File: src/design/spindle_pkg.sv
package spindle_pkg;

  // Clock and start-up timing.
  localparam int CLK_PERIOD_NS    = 5;
  localparam int STARTUP_TIME_US  = 10;
  localparam int STARTUP_CYCLES   = (STARTUP_TIME_US * 1000 + CLK_PERIOD_NS - 1) / CLK_PERIOD_NS;
  localparam int STARTUP_W        = 12;

  // Torque inputs are digitised codes; the dead band is expressed in codes.
  localparam int TORQUE_W         = 8;
  localparam int DEADBAND_MV      = 50;
  localparam int CODE_STEP_MV     = 8;
  localparam logic [7:0] DEADBAND_RST = 8'(DEADBAND_MV / CODE_STEP_MV);

  // Register port.
  localparam int ADDR_W           = 8;
  localparam int DATA_W           = 32;
  localparam logic [7:0] CTRL_ADDR    = 8'h00;
  localparam logic [7:0] STATUS_ADDR  = 8'h04;
  localparam int CTRL_DB_LSB      = 0;
  localparam int ST_HALL_LSB      = 0;
  localparam int ST_MARKER_BIT    = 3;
  localparam int ST_MODE_LSB      = 4;
  localparam int ST_COUNT_LSB     = 16;
  localparam int EDGE_CNT_W       = 16;

  // Hall sector code for an illegal Hall pattern.
  localparam logic [2:0] SECTOR_NONE = 3'h7;

  typedef enum logic [3:0] {
    MODE_STANDBY,
    MODE_STARTUP,
    MODE_STOP,
    MODE_FORWARD,
    MODE_IDLE,
    MODE_SHORT,
    MODE_REVERSE,
    MODE_REV_HALT
  } mode_t;

endpackage : spindle_pkg

File: src/design/pwm_generator.sv
module pwm_generator #(
  parameter int W = 8
) (
  input  wire logic         sys_clk,
  input  wire logic         rst,
  input  wire logic         clk_en,
  input  wire logic         run_osc,
  input  wire logic [W-1:0] duty,
  output logic              pwm_on
);
  import spindle_pkg::*;

  logic [W-1:0] cnt_r;
  logic [W-1:0] cnt_nxt;
  logic         pwm_r;
  logic         pwm_nxt;

  if (W < 4 || W > 16) begin : g_chk
    $error("pwm_generator: W must lie in 4..16");
  end

  // The carrier counter stands still while the oscillator is halted.
  always_comb begin
    cnt_nxt = cnt_r;
    pwm_nxt = pwm_r;
    if (clk_en) begin
      if (run_osc) begin
        cnt_nxt = cnt_r + W'(1);
        pwm_nxt = (cnt_r < duty);
      end else begin
        pwm_nxt = 1'b0;
      end
    end
  end

  always_ff @(posedge sys_clk or posedge rst) begin
    if (rst) begin
      cnt_r <= '0;
      pwm_r <= 1'b0;
    end else begin
      cnt_r <= cnt_nxt;
      pwm_r <= pwm_nxt;
    end
  end

  assign pwm_on = pwm_r;
endmodule : pwm_generator

File: src/design/speed_pulse_gen.sv
module speed_pulse_gen #(
  parameter int CNT_W = 16
) (
  input  wire logic             sys_clk,
  input  wire logic             rst,
  input  wire logic             clk_en,
  input  wire logic [2:0]       hall_state,
  input  wire logic             pulse_select,
  output logic                  marker,
  output logic [CNT_W-1:0]      edge_count
);
  import spindle_pkg::*;

  logic [2:0]       hall_r;
  logic [2:0]       hall_nxt;
  logic             marker_r;
  logic             marker_nxt;
  logic [CNT_W-1:0] count_r;
  logic [CNT_W-1:0] count_nxt;

  if (CNT_W < 1 || CNT_W > 16) begin : g_chk
    $error("speed_pulse_gen: CNT_W must lie in 1..16");
  end

  // The synthesized form toggles on every Hall edge, three times the single phase rate.
  always_comb begin
    hall_nxt   = hall_r;
    marker_nxt = marker_r;
    count_nxt  = count_r;
    if (clk_en) begin
      hall_nxt   = hall_state;
      marker_nxt = pulse_select ? ^hall_state : hall_state[0];
      // The register holds 000 after reset or after an all-low Hall sample; a change away from 000 is no Hall edge.
      if (hall_state != hall_r && hall_r != 3'h0) begin
        count_nxt = count_r + CNT_W'(1);
      end
    end
  end

  always_ff @(posedge sys_clk or posedge rst) begin
    if (rst) begin
      hall_r   <= 3'h0;
      marker_r <= 1'b0;
      count_r  <= '0;
    end else begin
      hall_r   <= hall_nxt;
      marker_r <= marker_nxt;
      count_r  <= count_nxt;
    end
  end

  assign marker     = marker_r;
  assign edge_count = count_r;
endmodule : speed_pulse_gen

File: src/design/spindle_commutation_control.sv
// Summary of operation
// - Run the spindle while run/stop is high, stop driving while it is low.
// - When stopped, all high-side switches on and all low-side off: short brake.
// - In the PWM off part the active phase regenerates through the high side.
// - Duty is linear in reference minus command; forward whenever reference exceeds command by more than the dead band.
// - No forward or reverse drive while the torque difference lies inside the dead band.
// - Brake-select low and reference at or below command: short brake, high sides only.
// - Brake-select high and reference below command by more than the dead band: reverse braking torque.
// - During reverse braking, stop driving once the motor starts turning backwards.
// - The rotation marker pulse rate is proportional to motor speed.
// - Pulse-select low gives a single Hall phase, high gives three-phase synthesis.
// - Standby low puts the bridge outputs in high impedance; high operates normally.
// - In standby the internal oscillator halts.
// - After leaving standby, a start-up interval passes before normal drive.
module spindle_commutation_control #(
  parameter int PWM_W = spindle_pkg::TORQUE_W
) (
  input  wire logic                            sys_clk,
  input  wire logic                            rst,
  input  wire logic                            clk_en,
  input  wire logic                            run_stop_input,
  input  wire logic                            standby_n,
  input  wire logic                            brake_select,
  input  wire logic                            pulse_select,
  input  wire logic [2:0]                      hall_state,
  input  wire logic [spindle_pkg::TORQUE_W-1:0] torque_reference,
  input  wire logic [spindle_pkg::TORQUE_W-1:0] torque_command,
  input  wire logic [spindle_pkg::ADDR_W-1:0]   reg_addr,
  input  wire logic [spindle_pkg::DATA_W-1:0]   reg_wdata,
  input  wire logic                            reg_wr,
  input  wire logic                            reg_rd,
  output logic      [spindle_pkg::DATA_W-1:0]   reg_rdata,
  output logic      [2:0]                      high_side_on,
  output logic      [2:0]                      low_side_on,
  output logic                                 bridge_oe,
  output logic                                 rotation_marker_out
);
  import spindle_pkg::*;

  localparam int TW = TORQUE_W;

  if (PWM_W != TORQUE_W) begin : g_chk
    $error("spindle_commutation_control: PWM_W must equal TORQUE_W");
  end

  // Hall pattern {h2,h1,h0} to sector 0..5 in forward rotating order.
  function automatic logic [2:0] hall_sector(input logic [2:0] h);
    case (h)
      3'b011:  hall_sector = 3'h0;
      3'b001:  hall_sector = 3'h1;
      3'b101:  hall_sector = 3'h2;
      3'b100:  hall_sector = 3'h3;
      3'b110:  hall_sector = 3'h4;
      3'b010:  hall_sector = 3'h5;
      default: hall_sector = SECTOR_NONE;
    endcase
  endfunction : hall_sector

  // Phase whose high side sources current in a sector (U=0, V=1, W=2).
  function automatic logic [2:0] src_mask(input logic [2:0] s);
    case (s)
      3'h0, 3'h1: src_mask = 3'b100;
      3'h2, 3'h3: src_mask = 3'b010;
      3'h4, 3'h5: src_mask = 3'b001;
      default:    src_mask = 3'b000;
    endcase
  endfunction : src_mask

  // Phase whose low side sinks current in a sector.
  function automatic logic [2:0] sink_mask(input logic [2:0] s);
    case (s)
      3'h0, 3'h5: sink_mask = 3'b010;
      3'h1, 3'h2: sink_mask = 3'b001;
      3'h3, 3'h4: sink_mask = 3'b100;
      default:    sink_mask = 3'b000;
    endcase
  endfunction : sink_mask

  // Torque difference, dead band limits and duty.
  logic signed [TW:0] diff;
  logic signed [TW:0] db_s;
  logic        [TW:0] mag;
  logic        [TW:0] excess;
  logic        [TW-1:0] duty;
  logic                 above_db;
  logic                 below_db;
  logic        [7:0]    db_r;
  logic        [7:0]    db_nxt;

  always_comb begin
    diff     = $signed({1'b0, torque_reference}) - $signed({1'b0, torque_command});
    db_s     = $signed({1'b0, db_r});
    above_db = (diff > db_s);
    below_db = (diff < -db_s);
    mag      = diff[TW] ? (TW+1)'(-diff) : diff;
    excess   = mag - {1'b0, db_r};
    duty     = (mag > {1'b0, db_r}) ? excess[TW-1:0] : '0;
  end

  // Oscillator runs only out of standby.
  mode_t mode_r;
  mode_t mode_nxt;
  logic  osc_run;
  logic  pwm_on;
  assign osc_run = standby_n && (mode_r != MODE_STANDBY);

  pwm_generator #(
    .W (PWM_W)
  ) u_pwm (
    .sys_clk (sys_clk),
    .rst     (rst),
    .clk_en  (clk_en),
    .run_osc (osc_run),
    .duty    (duty),
    .pwm_on  (pwm_on)
  );

  logic [EDGE_CNT_W-1:0] edge_count;

  speed_pulse_gen #(
    .CNT_W (EDGE_CNT_W)
  ) u_speed (
    .sys_clk      (sys_clk),
    .rst          (rst),
    .clk_en       (clk_en),
    .hall_state   (hall_state),
    .pulse_select (pulse_select),
    .marker       (rotation_marker_out),
    .edge_count   (edge_count)
  );

  // Mode, start-up timer and bridge drive.
  logic [STARTUP_W-1:0] start_cnt_r;
  logic [STARTUP_W-1:0] start_cnt_nxt;
  logic [2:0]           sector_r;
  logic [2:0]           sector_nxt;
  logic                 pwm_q_r;
  logic                 pwm_q_nxt;
  logic [2:0]           hs_r;
  logic [2:0]           hs_nxt;
  logic [2:0]           ls_r;
  logic [2:0]           ls_nxt;
  logic                 oe_r;
  logic                 oe_nxt;
  logic                 op_ready;
  logic                 rev_step;

  assign op_ready = (mode_r != MODE_STANDBY) && (mode_r != MODE_STARTUP);
  assign rev_step = (sector_r != SECTOR_NONE) && (hall_sector(hall_state) != SECTOR_NONE) &&
                    (hall_sector(hall_state) == ((sector_r == 3'h0) ? 3'h5 : sector_r - 3'h1));

  always_comb begin
    mode_nxt      = mode_r;
    start_cnt_nxt = start_cnt_r;
    sector_nxt    = hall_sector(hall_state);
    pwm_q_nxt     = pwm_on;
    if (!standby_n) begin
      mode_nxt      = MODE_STANDBY;
      start_cnt_nxt = '0;
    end else if (mode_r == MODE_STANDBY) begin
      mode_nxt      = MODE_STARTUP;
      start_cnt_nxt = '0;
    end else if (mode_r == MODE_STARTUP) begin
      start_cnt_nxt = start_cnt_r + STARTUP_W'(1);
      if (start_cnt_r == STARTUP_W'(STARTUP_CYCLES - 1)) begin
        mode_nxt = MODE_IDLE;
      end
    end else if (!run_stop_input) begin
      mode_nxt = MODE_STOP;
    end else if (above_db) begin
      mode_nxt = MODE_FORWARD;
    end else if (!brake_select && diff <= 0) begin
      mode_nxt = MODE_SHORT;
    end else if (brake_select && below_db) begin
      if (mode_r == MODE_REV_HALT || (mode_r == MODE_REVERSE && rev_step)) begin
        mode_nxt = MODE_REV_HALT;
      end else begin
        mode_nxt = MODE_REVERSE;
      end
    end else begin
      mode_nxt = MODE_IDLE;
    end

    hs_nxt = 3'b000;
    ls_nxt = 3'b000;
    oe_nxt = 1'b1;
    case (mode_nxt)
      MODE_STANDBY, MODE_STARTUP: begin
        oe_nxt = 1'b0;
      end
      MODE_STOP, MODE_SHORT: begin
        hs_nxt = 3'b111;
      end
      MODE_FORWARD: begin
        if (pwm_on) begin
          hs_nxt = src_mask(sector_nxt);
          ls_nxt = sink_mask(sector_nxt);
        end else begin
          hs_nxt = src_mask(sector_nxt) | sink_mask(sector_nxt);
        end
      end
      MODE_REVERSE: begin
        if (pwm_on) begin
          hs_nxt = sink_mask(sector_nxt);
          ls_nxt = src_mask(sector_nxt);
        end else begin
          hs_nxt = src_mask(sector_nxt) | sink_mask(sector_nxt);
        end
      end
      default: begin
        hs_nxt = 3'b000;
      end
    endcase
  end

  always_ff @(posedge sys_clk or posedge rst) begin
    if (rst) begin
      mode_r      <= MODE_STANDBY;
      start_cnt_r <= '0;
      sector_r    <= SECTOR_NONE;
      pwm_q_r     <= 1'b0;
      hs_r        <= 3'b000;
      ls_r        <= 3'b000;
      oe_r        <= 1'b0;
    end else if (clk_en) begin
      mode_r      <= mode_nxt;
      start_cnt_r <= start_cnt_nxt;
      sector_r    <= sector_nxt;
      pwm_q_r     <= pwm_q_nxt;
      hs_r        <= hs_nxt;
      ls_r        <= ls_nxt;
      oe_r        <= oe_nxt;
    end
  end

  assign high_side_on = hs_r;
  assign low_side_on  = ls_r;
  assign bridge_oe    = oe_r;

  // Register port: dead band control and status readback.
  logic [DATA_W-1:0] rdata_r;
  logic [DATA_W-1:0] rdata_nxt;

  always_comb begin
    db_nxt    = db_r;
    rdata_nxt = '0;
    if (reg_wr && reg_addr == CTRL_ADDR) begin
      db_nxt = reg_wdata[CTRL_DB_LSB +: 8];
    end
    if (reg_rd) begin
      case (reg_addr)
        CTRL_ADDR: begin
          rdata_nxt[CTRL_DB_LSB +: 8] = db_r;
        end
        STATUS_ADDR: begin
          rdata_nxt[ST_HALL_LSB +: 3]           = hall_state;
          rdata_nxt[ST_MARKER_BIT]              = rotation_marker_out;
          rdata_nxt[ST_MODE_LSB +: 4]           = mode_r;
          rdata_nxt[ST_COUNT_LSB +: EDGE_CNT_W] = edge_count;
        end
        default: begin
          rdata_nxt = '0;
        end
      endcase
    end
  end

  always_ff @(posedge sys_clk or posedge rst) begin
    if (rst) begin
      db_r    <= DEADBAND_RST;
      rdata_r <= '0;
    end else if (clk_en) begin
      db_r    <= db_nxt;
      rdata_r <= rdata_nxt;
    end
  end

  assign reg_rdata = rdata_r;
endmodule : spindle_commutation_control

File: config.mk
export PLATFORM = sky130hd
export DESIGN_NAME = spindle_commutation_control
export DESIGN_NICKNAME = d
export VERILOG_FILES = /design/src/design/spindle_pkg.sv /design/src/design/pwm_generator.sv /design/src/design/speed_pulse_gen.sv /design/src/design/spindle_commutation_control.sv
export SDC_FILE = /design/constraint.sdc
export NUM_CORES = 1
export LEC_CHECK = 0
export ABC_CLOCK_PERIOD_IN_PS = 9000
export BUFFER_PORTS_ARGS = -buffer_cell sky130_fd_sc_hd__buf_2
export CELL_PAD_IN_SITES_DETAIL_PLACEMENT = 1
export CELL_PAD_IN_SITES_GLOBAL_PLACEMENT = 2
export CORE_MARGIN = 2
export CORE_UTILIZATION = 38
export DETAILED_ROUTE_END_ITERATION = 8
export PLACE_DENSITY_LB_ADDON = 0.3
export SLEW_MARGIN = 30
export SYNTH_ARGS = -nofsm -noshare
export SYNTH_HDL_FRONTEND = slang
export SYNTH_HIERARCHICAL = 1
export SYNTH_SLANG_ARGS = --single-unit
export TNS_END_PERCENT = 5
File: constraint.sdc
create_clock -name sys_clk -period 9 [get_ports sys_clk]
set_clock_uncertainty 0.1 [all_clocks]
set_input_delay 1.8 -clock sys_clk [delete_from_list [all_inputs] [get_ports sys_clk]]
set_output_delay 1.8 -clock sys_clk [all_outputs]
set_load 0.005 [all_outputs]
**Word level (Yosys, flattened, before mapping)**

Index checks and enable logic that the tools add are counted.

- Equal/unequal tests: 26
- Muxes and demuxes: 36
- Reduce and logical (&&, ||, !) cells: 30
- Add/sub/neg operators: 8
- Bitwise logic cells: 2
- $lt $le $gt $ge: 5

Operators by type and width:

| operator | count |
|---|---|
| two-way mux 12 bit | 3 |
| two-way mux 3 bit | 11 |
| two-way mux 32 bit | 1 |
| two-way mux 4 bit | 8 |
| case mux 3 bit (3 select lines) | 3 |
| case mux 3 bit (6 select lines) | 1 |
| adder 16 x 1 -> 16 bit (second input constant) | 1 |
| equality test 4 x 3 -> 1 bit (second input constant) | 4 |
| two-way mux 16 bit | 1 |
| case mux 8 bit (2 select lines) | 1 |
| OR reduction 2 bit | 8 |
| equality test 3 bit (second input constant) | 5 |
| adder 12 x 1 -> 12 bit (second input constant) | 1 |
| equality test 12 x 11 -> 1 bit (second input constant) | 1 |
| equality test 3 x 2 -> 1 bit (second input constant) | 4 |
| greater-than comparator 9 x 8 -> 1 bit | 1 |
| greater-than comparator 9 bit | 1 |
| less-or-equal comparator 9 x 1 -> 1 bit (second input constant) | 1 |
| < comparator 9 bit | 1 |
| two-way mux 9 bit | 1 |
| negator 8 -> 9 bit | 1 |
| negator 9 bit | 1 |
| subtractor 8 x 8 -> 9 bit | 1 |
| adder 8 x 1 -> 8 bit (second input constant) | 1 |
| 25 further kinds | 45 |

- Input port bits: 68
- Bits in registers: 95
- Output and inout port bits: 40

**Logic depth before layout (Yosys ltp)**

Gate-level depths: netlist of run 1.

- Depth after elaboration: 20
- Depth in mapped cells: 26

**Modules after synthesis**

The synthesis of run 1 kept the hierarchy.

Modules (own cells, without submodules):

| module | cells an instance | times used | area each (sq um) |
|---|---|---|---|
| spindle_commutation_control | 468 | 1 | 4,315.4 |
| speed_pulse_gen | 93 | 1 | 1,042.2 |
| pwm_generator | 56 | 1 | 561.8 |

**Worst setup path after synthesis of run 1**

No wires, ideal clock.

- Path type: in2reg
- From: input port torque_reference[0] (netlist name)
- To: register u_pwm.pwm_r (netlist: u_pwm/pwm_on)
- Data arrival time: 6.123 ns
- Cell stages on the path: 26
- Buffers on the path: 0
- Setup slack: 2.697 ns
- Path through: inv_1 ha_1 inv_1 fa_1 a21oi_1 nor2_1 o211a_1 nand2b_1 clkinv_1 nor2_1 a21o_1 ha_1 nor2b_1 o21ai_0 a21oi_1 o21ai_0 a21boi_0 o21ai_0 a21boi_0 o22ai_1 a211oi_1 inv_1 ha_1 a211o_1 a211oi_1 a2bb2oi_1

- Word-level cells in the longest chain between the ends: 7
- Elaborated cells between the ends (all ways): 8

RTL lines:

| item | RTL line | text |
|---|---|---|
| start: declaration | spindle_commutation_control.sv:26 | `input wire logic [spindle_pkg::TORQUE_W-1:0] torque_reference,` |
| subtractor 8 x 8 -> 9 bit * | spindle_commutation_control.sv:91 | `diff = $signed({1'b0, torque_reference}) - $signed({1'b0, torque_command});` |
| negator 9 bit | spindle_commutation_control.sv:95 | `mag = diff[TW] ? (TW+1)'(-diff) : diff;` |
| two-way mux 9 bit * | spindle_commutation_control.sv:95 |  |
| subtractor 8 bit / greater-than comparator 9 x 8 -> 1 bit (equally long branches) | spindle_commutation_control.sv:96, spindle_commutation_control.sv:97 |  |
| two-way mux 8 bit * | spindle_commutation_control.sv:97 | `duty = (mag > {1'b0, db_r}) ? excess[TW-1:0] : '0;` |
| via duty[5] | spindle_commutation_control.sv:84 | `logic [TW-1:0] duty;` |
| < comparator 8 bit * | pwm_generator.sv:29 | `pwm_nxt = (cnt_r < duty);` |
| two-way mux 1 bit * | pwm_generator.sv:27 | `if (run_osc) begin` |
| end signal: assignment | pwm_generator.sv:42 | `pwm_r <= pwm_nxt;` |
| end: declaration | pwm_generator.sv:15 | `logic pwm_r;` |

The timed path passes the listed nets; every way through them passes the cells marked *.
A chain may end at the register's enable or synchronous reset.

**Final worst setup path of run 1**

Same ends and word-level chain as after synthesis.

==> results of run 1 <==
-- path summary, 6_finish.rpt --
path                                      from              to  slack [ns]  depth (start not counted)
setup / recovery           torque_reference[0]    u_pwm/pwm_on        2.07                         27
hold / removal                  u_pwm/cnt_r[7]  u_pwm/cnt_r[7]        0.39                          1
setup reg to reg                       db_r[1]    u_pwm/pwm_on        4.70                         16
hold reg to reg                 u_pwm/cnt_r[7]  u_pwm/cnt_r[7]        0.39                          1
max in group asynchronous                  rst         db_r[2]        6.55                          3
min in group asynchronous                  rst  u_pwm/cnt_r[2]        1.35                          2
-- worst max-delay path, cell delays in order --
cell and delay (ns):
buf_2 0.09, inv_1 0.04, ha_1 0.16, inv_1 0.06, fa_1 0.44, a21oi_1 0.18
nor2_1 0.09, o211a_1 0.24, nand2b_1 0.21, clkinv_1 0.22, nor2_1 0.06, a21o_1 0.18
ha_1 0.29, nor2b_1 0.13, o21ai_0 0.21, a21oi_1 0.13, o21ai_0 0.24, a21boi_0 0.16
o21ai_0 0.22, a21boi_0 0.15, o22ai_1 0.51, a211oi_1 0.17, inv_1 0.10, ha_1 0.24
a211o_1 0.30, a211oi_1 0.29, a2bb2oi_1 0.18
-- where the power goes --
part	internal, mW	switching [mW]
Sequential	0.422	0.0471
Combinational	0.156	0.206
Clock	0.191	0.157
Total	0.769	0.410
-- cells in the mapped netlist (all sizes together) (3+ instances only) --
master	n
a211oi	7
a21boi	3
a21o	5
a21oi	24
a22o	18
a22oi	3
and2	4
and3	8
and4	6
buf	12
clkbuf	11
dfrtp	82
dfstp	5
ha	45
inv	51
mux2	18
mux2i	8
nand2	32
nand2b	5
nand3	19
nand4	16
nor2	44
nor2b	12
nor3	14
nor3b	3
nor4	3
o2111ai	4
o21a	7
o21ai	31
o21bai	3
o2bb2ai	10
or3	8
or4	3
xnor2	27
xor2	22
-- through the flow --
stage          hold slack (ns)  setup WS, ns
2_1_floorplan            0.347          2.70
3_3_place_gp             0.364          1.89
3_5_place_dp             0.373          1.79
4_1_cts                  0.391          2.14
5_1_grt                  0.407          1.53
6_report                 0.388          2.07
-- sequential cells by signal (all words and copies together), names as in the netlist --
| name | cells |
|---|---|
| reg_rdata | 24 |
| mode_r | 4 |
| high_side_on | 3 |
| bridge_oe | 1 |
| start_cnt_r | 12 |
| u_speed/edge_count | 16 |
| low_side_on | 3 |
| u_speed/marker | 1 |
| db_r | 8 |
| sector_r | 3 |
| u_speed/hall_r | 3 |
| u_pwm/cnt_r | 8 |
| u_pwm/pwm_on | 1 |
-- cell families after synthesis --
| kind of cell | after synthesis | share of synthesized area [%] |
|---|---|---|
| simple gates | 189 | 17.7 |
| flops | 87 | 36.9 |
| mux | 26 | 4.84 |
| other cells | 1 | 0.0634 |
| xor+xnor | 49 | 7.25 |
| buf+inv | 75 | 5.50 |
| fa+ha+maj | 47 | 10.2 |
| compound gates | 143 | 17.6 |
-- cell type report --
| class | count | area [sq um] |
|---|---|---|
| Fill cell | 1755 | 8490 |
| Multi-Input combinational cell | 462 | 3440 |
| Sequential cell | 87 | 2180 |
| Timing Repair Buffer | 77 | 390 |
| Tap cell | 188 | 235 |
| Clock buffer | 11 | 233 |
| Inverter | 52 | 195 |
| Clock inverter | 5 | 41.3 |
-- per-layer routing --
layer / global-route usage (%) / vias up / part of all wire (%) / wire length (microns)
li1: - / 2366 / - / -
met1: 26.6 / 2409 / 46 / 7180
met2: 33.5 / 85 / 48 / 7490
met3: 4.62 / 22 / 3.9 / 606
met4: 5.05 / 0 / 1.5 / 234
met5: 0 / - / 0 / 0
==> results.json, run 1 <==
{
  "num_rows": 45,
  "drive_above_1_share_pct": 18.9,
  "synth.top_cell.area_share_pct": 34.7,
  "cts_tree": "built",
  "dr.pass1.iters": 4,
  "ant_nets": 0,
  "max_slew_margin_pct": 46.2,
  "final_hold_viol_count": 0,
  "clockBufferDepth": 2,
  "layout_common_cells": "82 x dfrtp_1, 75 x buf_2, 49 x inv_1",
  "placed_cell_area_sq_um": 6440,
  "grt_pass1_vias": 5267,
  "initial_core_util_pct": 38.9,
  "io_buffers": 75,
  "netlist_area_sq_um": 5920,
  "ys_seq_area_share_pct": 36.9,
  "vdd_drop_max_mv": 0.0975,
  "avgSynthCellArea_sq_um": 9.59,
  "hold_path_class": "reg2reg",
  "power_mw": 1.18,
  "worst-path-max-fanout": 10,
  "dieArea_sq_um": 16600,
  "fin_crit_ns": 6.93,
  "syn2layout_area_growth_pct": 13.4,
  "start_kind": "primary input",
  "max_cap_violations": 0,
  "synth-seq-cells": 87,
  "core_area_sq_um": 15200,
  "yosys.area.top_type": "dfrtp_1",
  "end_kind": "register",
  "die_h_microns": 129,
  "worstMarginPinSlew_ns": 0.806,
  "synth_cell_types": 82,
  "final_cells": 882,
  "cts_max_level": 3,
  "critPathKind": "in2reg",
  "cp.arrival_ns": 7.10,
  "p_leak_nw": 3.20,
  "grt_max_degree": 43,
  "fin_tns_setup_ns": 0,
  "synth_area_leaders": "dfrtp_1 35%, ha_1 9.5%, xnor2_1 4.0%",
  "final_common_cell": "dfrtp_1",
  "required_ns": 9.17,
  "cts_setup_buffers": 0,
  "synth-edff-count": 0,
  "clk_pin_slew_ns": 0.07,
  "grt_pass1_wl_mm": 26.5,
  "dieWidth_microns": 129,
  "setup_viol": 0,
  "post_cts_resized": 0,
  "drv_slew": 0,
  "grt_overflow_total": 0,
  "async_flop_share_pct": 100,
  "clk_latency_ns": 0.34,
  "dp_hpwl_mm": 12.0,
  "fmax_mhz": 144,
  "power-per-cell-area_nw_per_um2": 176,
  "via_per_inst": 5.54,
  "outcome": "complete, no violations",
  "placed_cells": 866,
  "synth_top_flop_cell": "dfrtp_1",
  "grt_usage_pct": 20.1,
  "drt_iter0_drc": 222,
  "cts_sinks": 87,
  "cts-hold-fix-buffers": 0,
  "synthCells": 617,
  "totalWireLength_mm": 15.5,
  "place_congestion": 0.823,
  "io_pins": 108,
  "postLayoutCellArea_sq_um": 6720,
  "antenna_cells": 0,
  "post-route-util_pct": 44.2,
  "numCtsBuffers": 9,
  "vias": 4882,
  "clockRootBuffer": "clkbuf_16",
  "rsz0062_at_grt": "false",
  "ys.warnings.count": 6,
  "fin_nets": 804,
  "fin_crit_sh_pct": 77.0,
  "antenna_found_initial": 0,
  "drc_errors": 0,
  "wl_per_cell_microns": 17.6
}
Power figures use the tool's default switching activity.
==> inputs of run 2 (changes only) <==
- ABC_CLOCK_PERIOD_IN_PS: 9000 -> 6800
- CORE_UTILIZATION: 38 -> 35
- clock period: 9 -> 6.8 ns (I/O delays scaled with it)
==> run 2 against run 1 <==
  * Clock power up 69%
  * Non-clock buffer count is 2 higher
  * Wire length up 2.9%
  * Sequential power up 32%
  * Register-to-register slack worse by 2.0 ns
  * Via count is 0.51% higher
  * Hold slack worse by 0.0075 ns
  * Critical endpoint unchanged
  * Largest cell class unchanged
  * Largest power group unchanged
  * Highest routed layer unchanged
==> results.json, run 2 (synthesized netlist as in run 1, its figures left out) <==
{
  "worst_slack_ns": 0.634,
  "drt_iter0_drc": 230,
  "fin_crit_sh_pct": 90.7,
  "hold_path_class": "reg2reg",
  "cts-hold-fix-buffers": 0,
  "clockRootBuffer": "clkbuf_16",
  "dr.pass1.iters": 4,
  "clk_latency_ns": 0.35,
  "io_pins": 108,
  "topRoutingLayerUsed": "met4",
  "clk_pin_slew_ns": 0.07,
  "cp.arrival_ns": 6.34,
  "rsz0062_at_grt": "false",
  "io_buffers": 75,
  "pre_cts_slack_ns": 0.295,
  "drc_errors": 0,
  "wl_met3_microns": 505,
  "syn2layout_area_growth_pct": 15.7,
  "critPathKind": "in2reg",
  "cts_tree": "built",
  "r2r_slack_ns": 2.72,
  "holdPathStages": 1,
  "start_kind": "primary input",
  "required_ns": 6.97,
  "post_cts_resized": 0,
  "dieArea_sq_um": 18000,
  "fin_nets": 806,
  "numCtsBuffers": 9,
  "die_h_microns": 134,
  "via_per_inst": 5.36,
  "place_congestion": 0.853,
  "ant_nets": 0,
  "initial_core_util_pct": 35.7,
  "post-route-util_pct": 41.3,
  "num_rows": 47,
  "grt_overflow_total": 0,
  "dp_hpwl_mm": 12.3,
  "worstMarginPinSlew_ns": 0.791,
  "totalWireLength_mm": 16.0,
  "outcome": "complete, no violations",
  "cts_setup_buffers": 0,
  "antenna_cells": 0,
  "layout_common_cells": "82 x dfrtp_1, 75 x buf_2, 49 x inv_1",
  "antenna_found_initial": 0,
  "p_leak_nw": 3.26,
  "max_cap_violations": 0,
  "clockBufferDepth": 2,
  "cts_max_level": 3,
  "drive_above_1_share_pct": 19.4,
  "worst-path-max-fanout": 4,
  "grt_pass1_wl_mm": 27.1,
  "dr_wl_met2_mm": 7.79,
  "vias": 4907,
  "final_common_cell": "dfrtp_1",
  "drv_slew": 0,
  "core_area_sq_um": 16600,
  "setup_viol": 0,
  "wl_met1_mm": 7.53,
  "grt_max_degree": 43,
  "final_hold_viol_count": 0,
  "fin_tns_setup_ns": 0,
  "max_slew_margin_pct": 47.2,
  "power-per-cell-area_nw_per_um2": 248,
  "fmax_mhz": 162,
  "dieWidth_microns": 134,
  "reg2reg_depth": 16,
  "fin_crit_ns": 6.17,
  "grt_pass1_vias": 5283,
  "largest_register_ffs": 24,
  "cts_sinks": 87,
  "vdd_drop_max_mv": 0.151,
  "wl_per_cell_microns": 17.4,
  "grt_usage_pct": 18.8,
  "end_kind": "register"
}
## run 2: worst paths after layout
kind | endpoint | from
setup / recovery | u_pwm/pwm_on | torque_reference[0]
max in group asynchronous | reg_rdata[7] | rst
hold reg to reg | u_speed/edge_count[15] | u_speed/edge_count[15]
min in group asynchronous | u_pwm/cnt_r[1] | rst
setup reg to reg | u_pwm/pwm_on | db_r[1]
hold / removal | u_speed/edge_count[15] | u_speed/edge_count[15]
## run 2: critical path, stage by stage
cell and delay, ns:
buf_2 0.09, inv_1 0.04, ha_1 0.15, inv_1 0.07
fa_1 0.44, a21oi_1 0.19, nor2_1 0.09, o211a_1 0.24
nand2b_1 0.22, clkinv_1 0.11, nor2_1 0.05, a21o_1 0.17
ha_1 0.29, nor2b_1 0.12, o21ai_0 0.12, a21oi_1 0.22
o21ai_0 0.12, a21boi_0 0.27, o21ai_0 0.15, a21boi_0 0.28
o22ai_1 0.17, a211oi_1 0.28, inv_1 0.07, ha_1 0.31
a211o_1 0.31, a211oi_1 0.23, a2bb2oi_1 0.17
## run 2: cell type report
| type | instances | area (sq um) |
|---|---|---|
| fillers | 1960 | 9740 |
| multi-input cells | 462 | 3440 |
| flip-flops and latches | 87 | 2180 |
| repair buffers | 79 | 405 |
| well taps | 220 | 275 |
| clock buffers | 9 | 225 |
| inverters | 52 | 195 |
| clock inverters | 7 | 126 |
## run 2: per-layer routing
metal | vias to the layer above | GRT usage (%)
met3 | 10 | 4.12
met5 | - | 0
met2 | 67 | 32.1
li1 | 2375 | -
met1 | 2455 | 24.7
met4 | 0 | 3.33
## run 2: through the flow
stage	power [mW]	hold slack, ns	cells	instance area, sq um
CTS	1.72	0.383	916	6850
finish	1.70	0.380	916	6850
global placement	1.09	0.366	900	6500
detailed placement	1.12	0.370	900	6500
floorplan	0.977	0.347	624	5950
global route	1.81	0.399	916	6850
## run 2: power by group
group          total (mW)  internal [mW]  switching (mW)
registers           0.621          0.559          0.0624
logic               0.486          0.211           0.275
clock network       0.588          0.365           0.223
total                1.70           1.13           0.560
==> inputs of run 3 (changes only) <==
- CAP_MARGIN: unset -> 10
- PLACE_DENSITY_LB_ADDON: 0.3 -> 0.25
==> run 3 against run 2 <==
  * Non-clock buffer count unchanged
  * Power down 4.2%
  * Die area unchanged
  * Core utilization down 0.24 points
  * Hold slack worse by 0.0035 ns
  * Sequential share of layout area up 0.19 points
  * Cell count unchanged
  * Final area down 0.58%
  * Critical path depth unchanged
  * Register-to-register slack better by 0.09 ns
  * Critical endpoint unchanged
==> results.json, run 3 (synthesized netlist as in run 1, its figures left out) <==
{
  "postLayoutCellArea_sq_um": 6810,
  "clk_pin_slew_ns": 0.07,
  "totalWireLength_mm": 15.8,
  "hold_path_class": "reg2reg",
  "post_cts_resized": 0,
  "cp.arrival_ns": 6.20,
  "final_common_cell": "dfrtp_1",
  "dieArea_sq_um": 18000,
  "max_cap_violations": 0,
  "reg2reg_depth": 16,
  "num_rows": 47,
  "die_h_microns": 134,
  "final_hold_viol_count": 0,
  "vias": 4878,
  "drv_slew": 0,
  "cts_max_level": 3,
  "fin_crit_sh_pct": 88.7,
  "clockRootBuffer": "clkbuf_16",
  "dieWidth_microns": 134,
  "grt_overflow_total": 0,
  "core_area_sq_um": 16600,
  "grt_pass1_vias": 5121,
  "p_leak_nw": 3.23,
  "io_buffers": 75,
  "power_mw": 1.62,
  "start_kind": "primary input",
  "cts_sinks": 87,
  "largest_register_ffs": 24,
  "final_cells": 916,
  "grt_usage_pct": 18.5,
  "dr.pass1.iters": 4,
  "initial_core_util_pct": 35.7,
  "clockBufferDepth": 2,
  "drive_above_1_share_pct": 19.4,
  "worstMarginPinSlew_ns": 0.777,
  "place_congestion": 0.807,
  "fin_tns_setup_ns": 0,
  "critPathKind": "in2reg",
  "power-per-cell-area_nw_per_um2": 239,
  "io_pins": 108,
  "worst-path-max-fanout": 4,
  "max_slew_margin_pct": 47.9,
  "layout_common_cells": "82 x dfrtp_1, 75 x buf_2, 48 x inv_1",
  "fmax_mhz": 166,
  "cts_tree": "built",
  "grt_pass1_wl_mm": 26.3,
  "whs_ns": 0.377,
  "cts-hold-fix-buffers": 0,
  "clk_latency_ns": 0.35,
  "fin_crit_ns": 6.03,
  "grt_max_degree": 37,
  "syn2layout_area_growth_pct": 15.0,
  "numCtsBuffers": 9,
  "holdPathStages": 1,
  "antenna_cells": 0,
  "via_per_inst": 5.33,
  "antenna_found_initial": 0,
  "end_kind": "register",
  "dp_hpwl_mm": 12.1,
  "fin_nets": 806,
  "drc_errors": 0,
  "placed_cells": 900,
  "wl_per_cell_microns": 17.2,
  "outcome": "complete, no violations",
  "placed_cell_area_sq_um": 6500,
  "vdd_drop_max_mv": 0.182,
  "setup_viol": 0,
  "rsz0062_at_grt": "false",
  "required_ns": 6.97,
  "drt_iter0_drc": 200,
  "ant_nets": 0,
  "cts_setup_buffers": 0
}
[run 3: cell count changes in the layout (fill, tap and decap cells not counted), sizes merged]
| cell | change |
|---|---|
| bufinv | -2 |
| clkbuf | +1 |
| clkinv | +1 |
[run 3: cell type report]
type | count | area, sq um
Multi-Input combinational cell | 462 | 3440
Clock inverter | 6 | 72.6
Clock buffer | 10 | 239
Timing Repair Buffer | 79 | 405
Inverter | 52 | 195
Sequential cell | 87 | 2180
Fill cell | 1974 | 9780
Tap cell | 220 | 275
[run 3: where the power goes]
part | internal, mW | switching, mW
clock network | 0.301 | 0.216
registers | 0.559 | 0.0639
logic | 0.210 | 0.274
total | 1.07 | 0.554
[run 3: worst max-delay path, stage by stage]
cell and delay (ns):
buf_2 0.10, inv_1 0.04, ha_1 0.16, inv_1 0.05, fa_1 0.42, a21oi_1 0.18
nor2_1 0.09, o211a_1 0.24, nand2b_1 0.21, clkinv_1 0.11, nor2_1 0.04, a21o_1 0.18
ha_1 0.29, nor2b_1 0.12, o21ai_0 0.11, a21oi_1 0.23, o21ai_0 0.12, a21boi_0 0.25
o21ai_0 0.14, a21boi_0 0.26, o22ai_1 0.15, a211oi_1 0.25, inv_1 0.07, ha_1 0.31
a211o_1 0.31, a211oi_1 0.20, a2bb2oi_1 0.18
[run 3: path summary, 6_finish.rpt]
kind                            slack, ns                start             end
worst max-delay path                 0.77  torque_reference[0]    u_pwm/pwm_on
worst min-delay path                 0.38       u_pwm/cnt_r[7]  u_pwm/cnt_r[7]
worst max register to register       2.81              db_r[1]    u_pwm/pwm_on
worst min register to register       0.38       u_pwm/cnt_r[7]  u_pwm/cnt_r[7]
max in group asynchronous            4.73                  rst     sector_r[2]
min in group asynchronous            0.91                  rst  u_pwm/cnt_r[2]
[run 3: stage by stage]
step	setup slack, ns	util, %
5_1_grt	0.335	41.1
2_1_floorplan	0.937	-
6_report	0.769	41.1
4_1_cts	0.736	41.1
3_5_place_dp	0.390	39.2
3_3_place_gp	0.390	39.2
[run 3: metal layers]
layer	routed length, microns	track usage (%)
met1	7520	24.4
met2	7470	30.7
met3	586	4.50
met4	205	4.50
met5	0	0
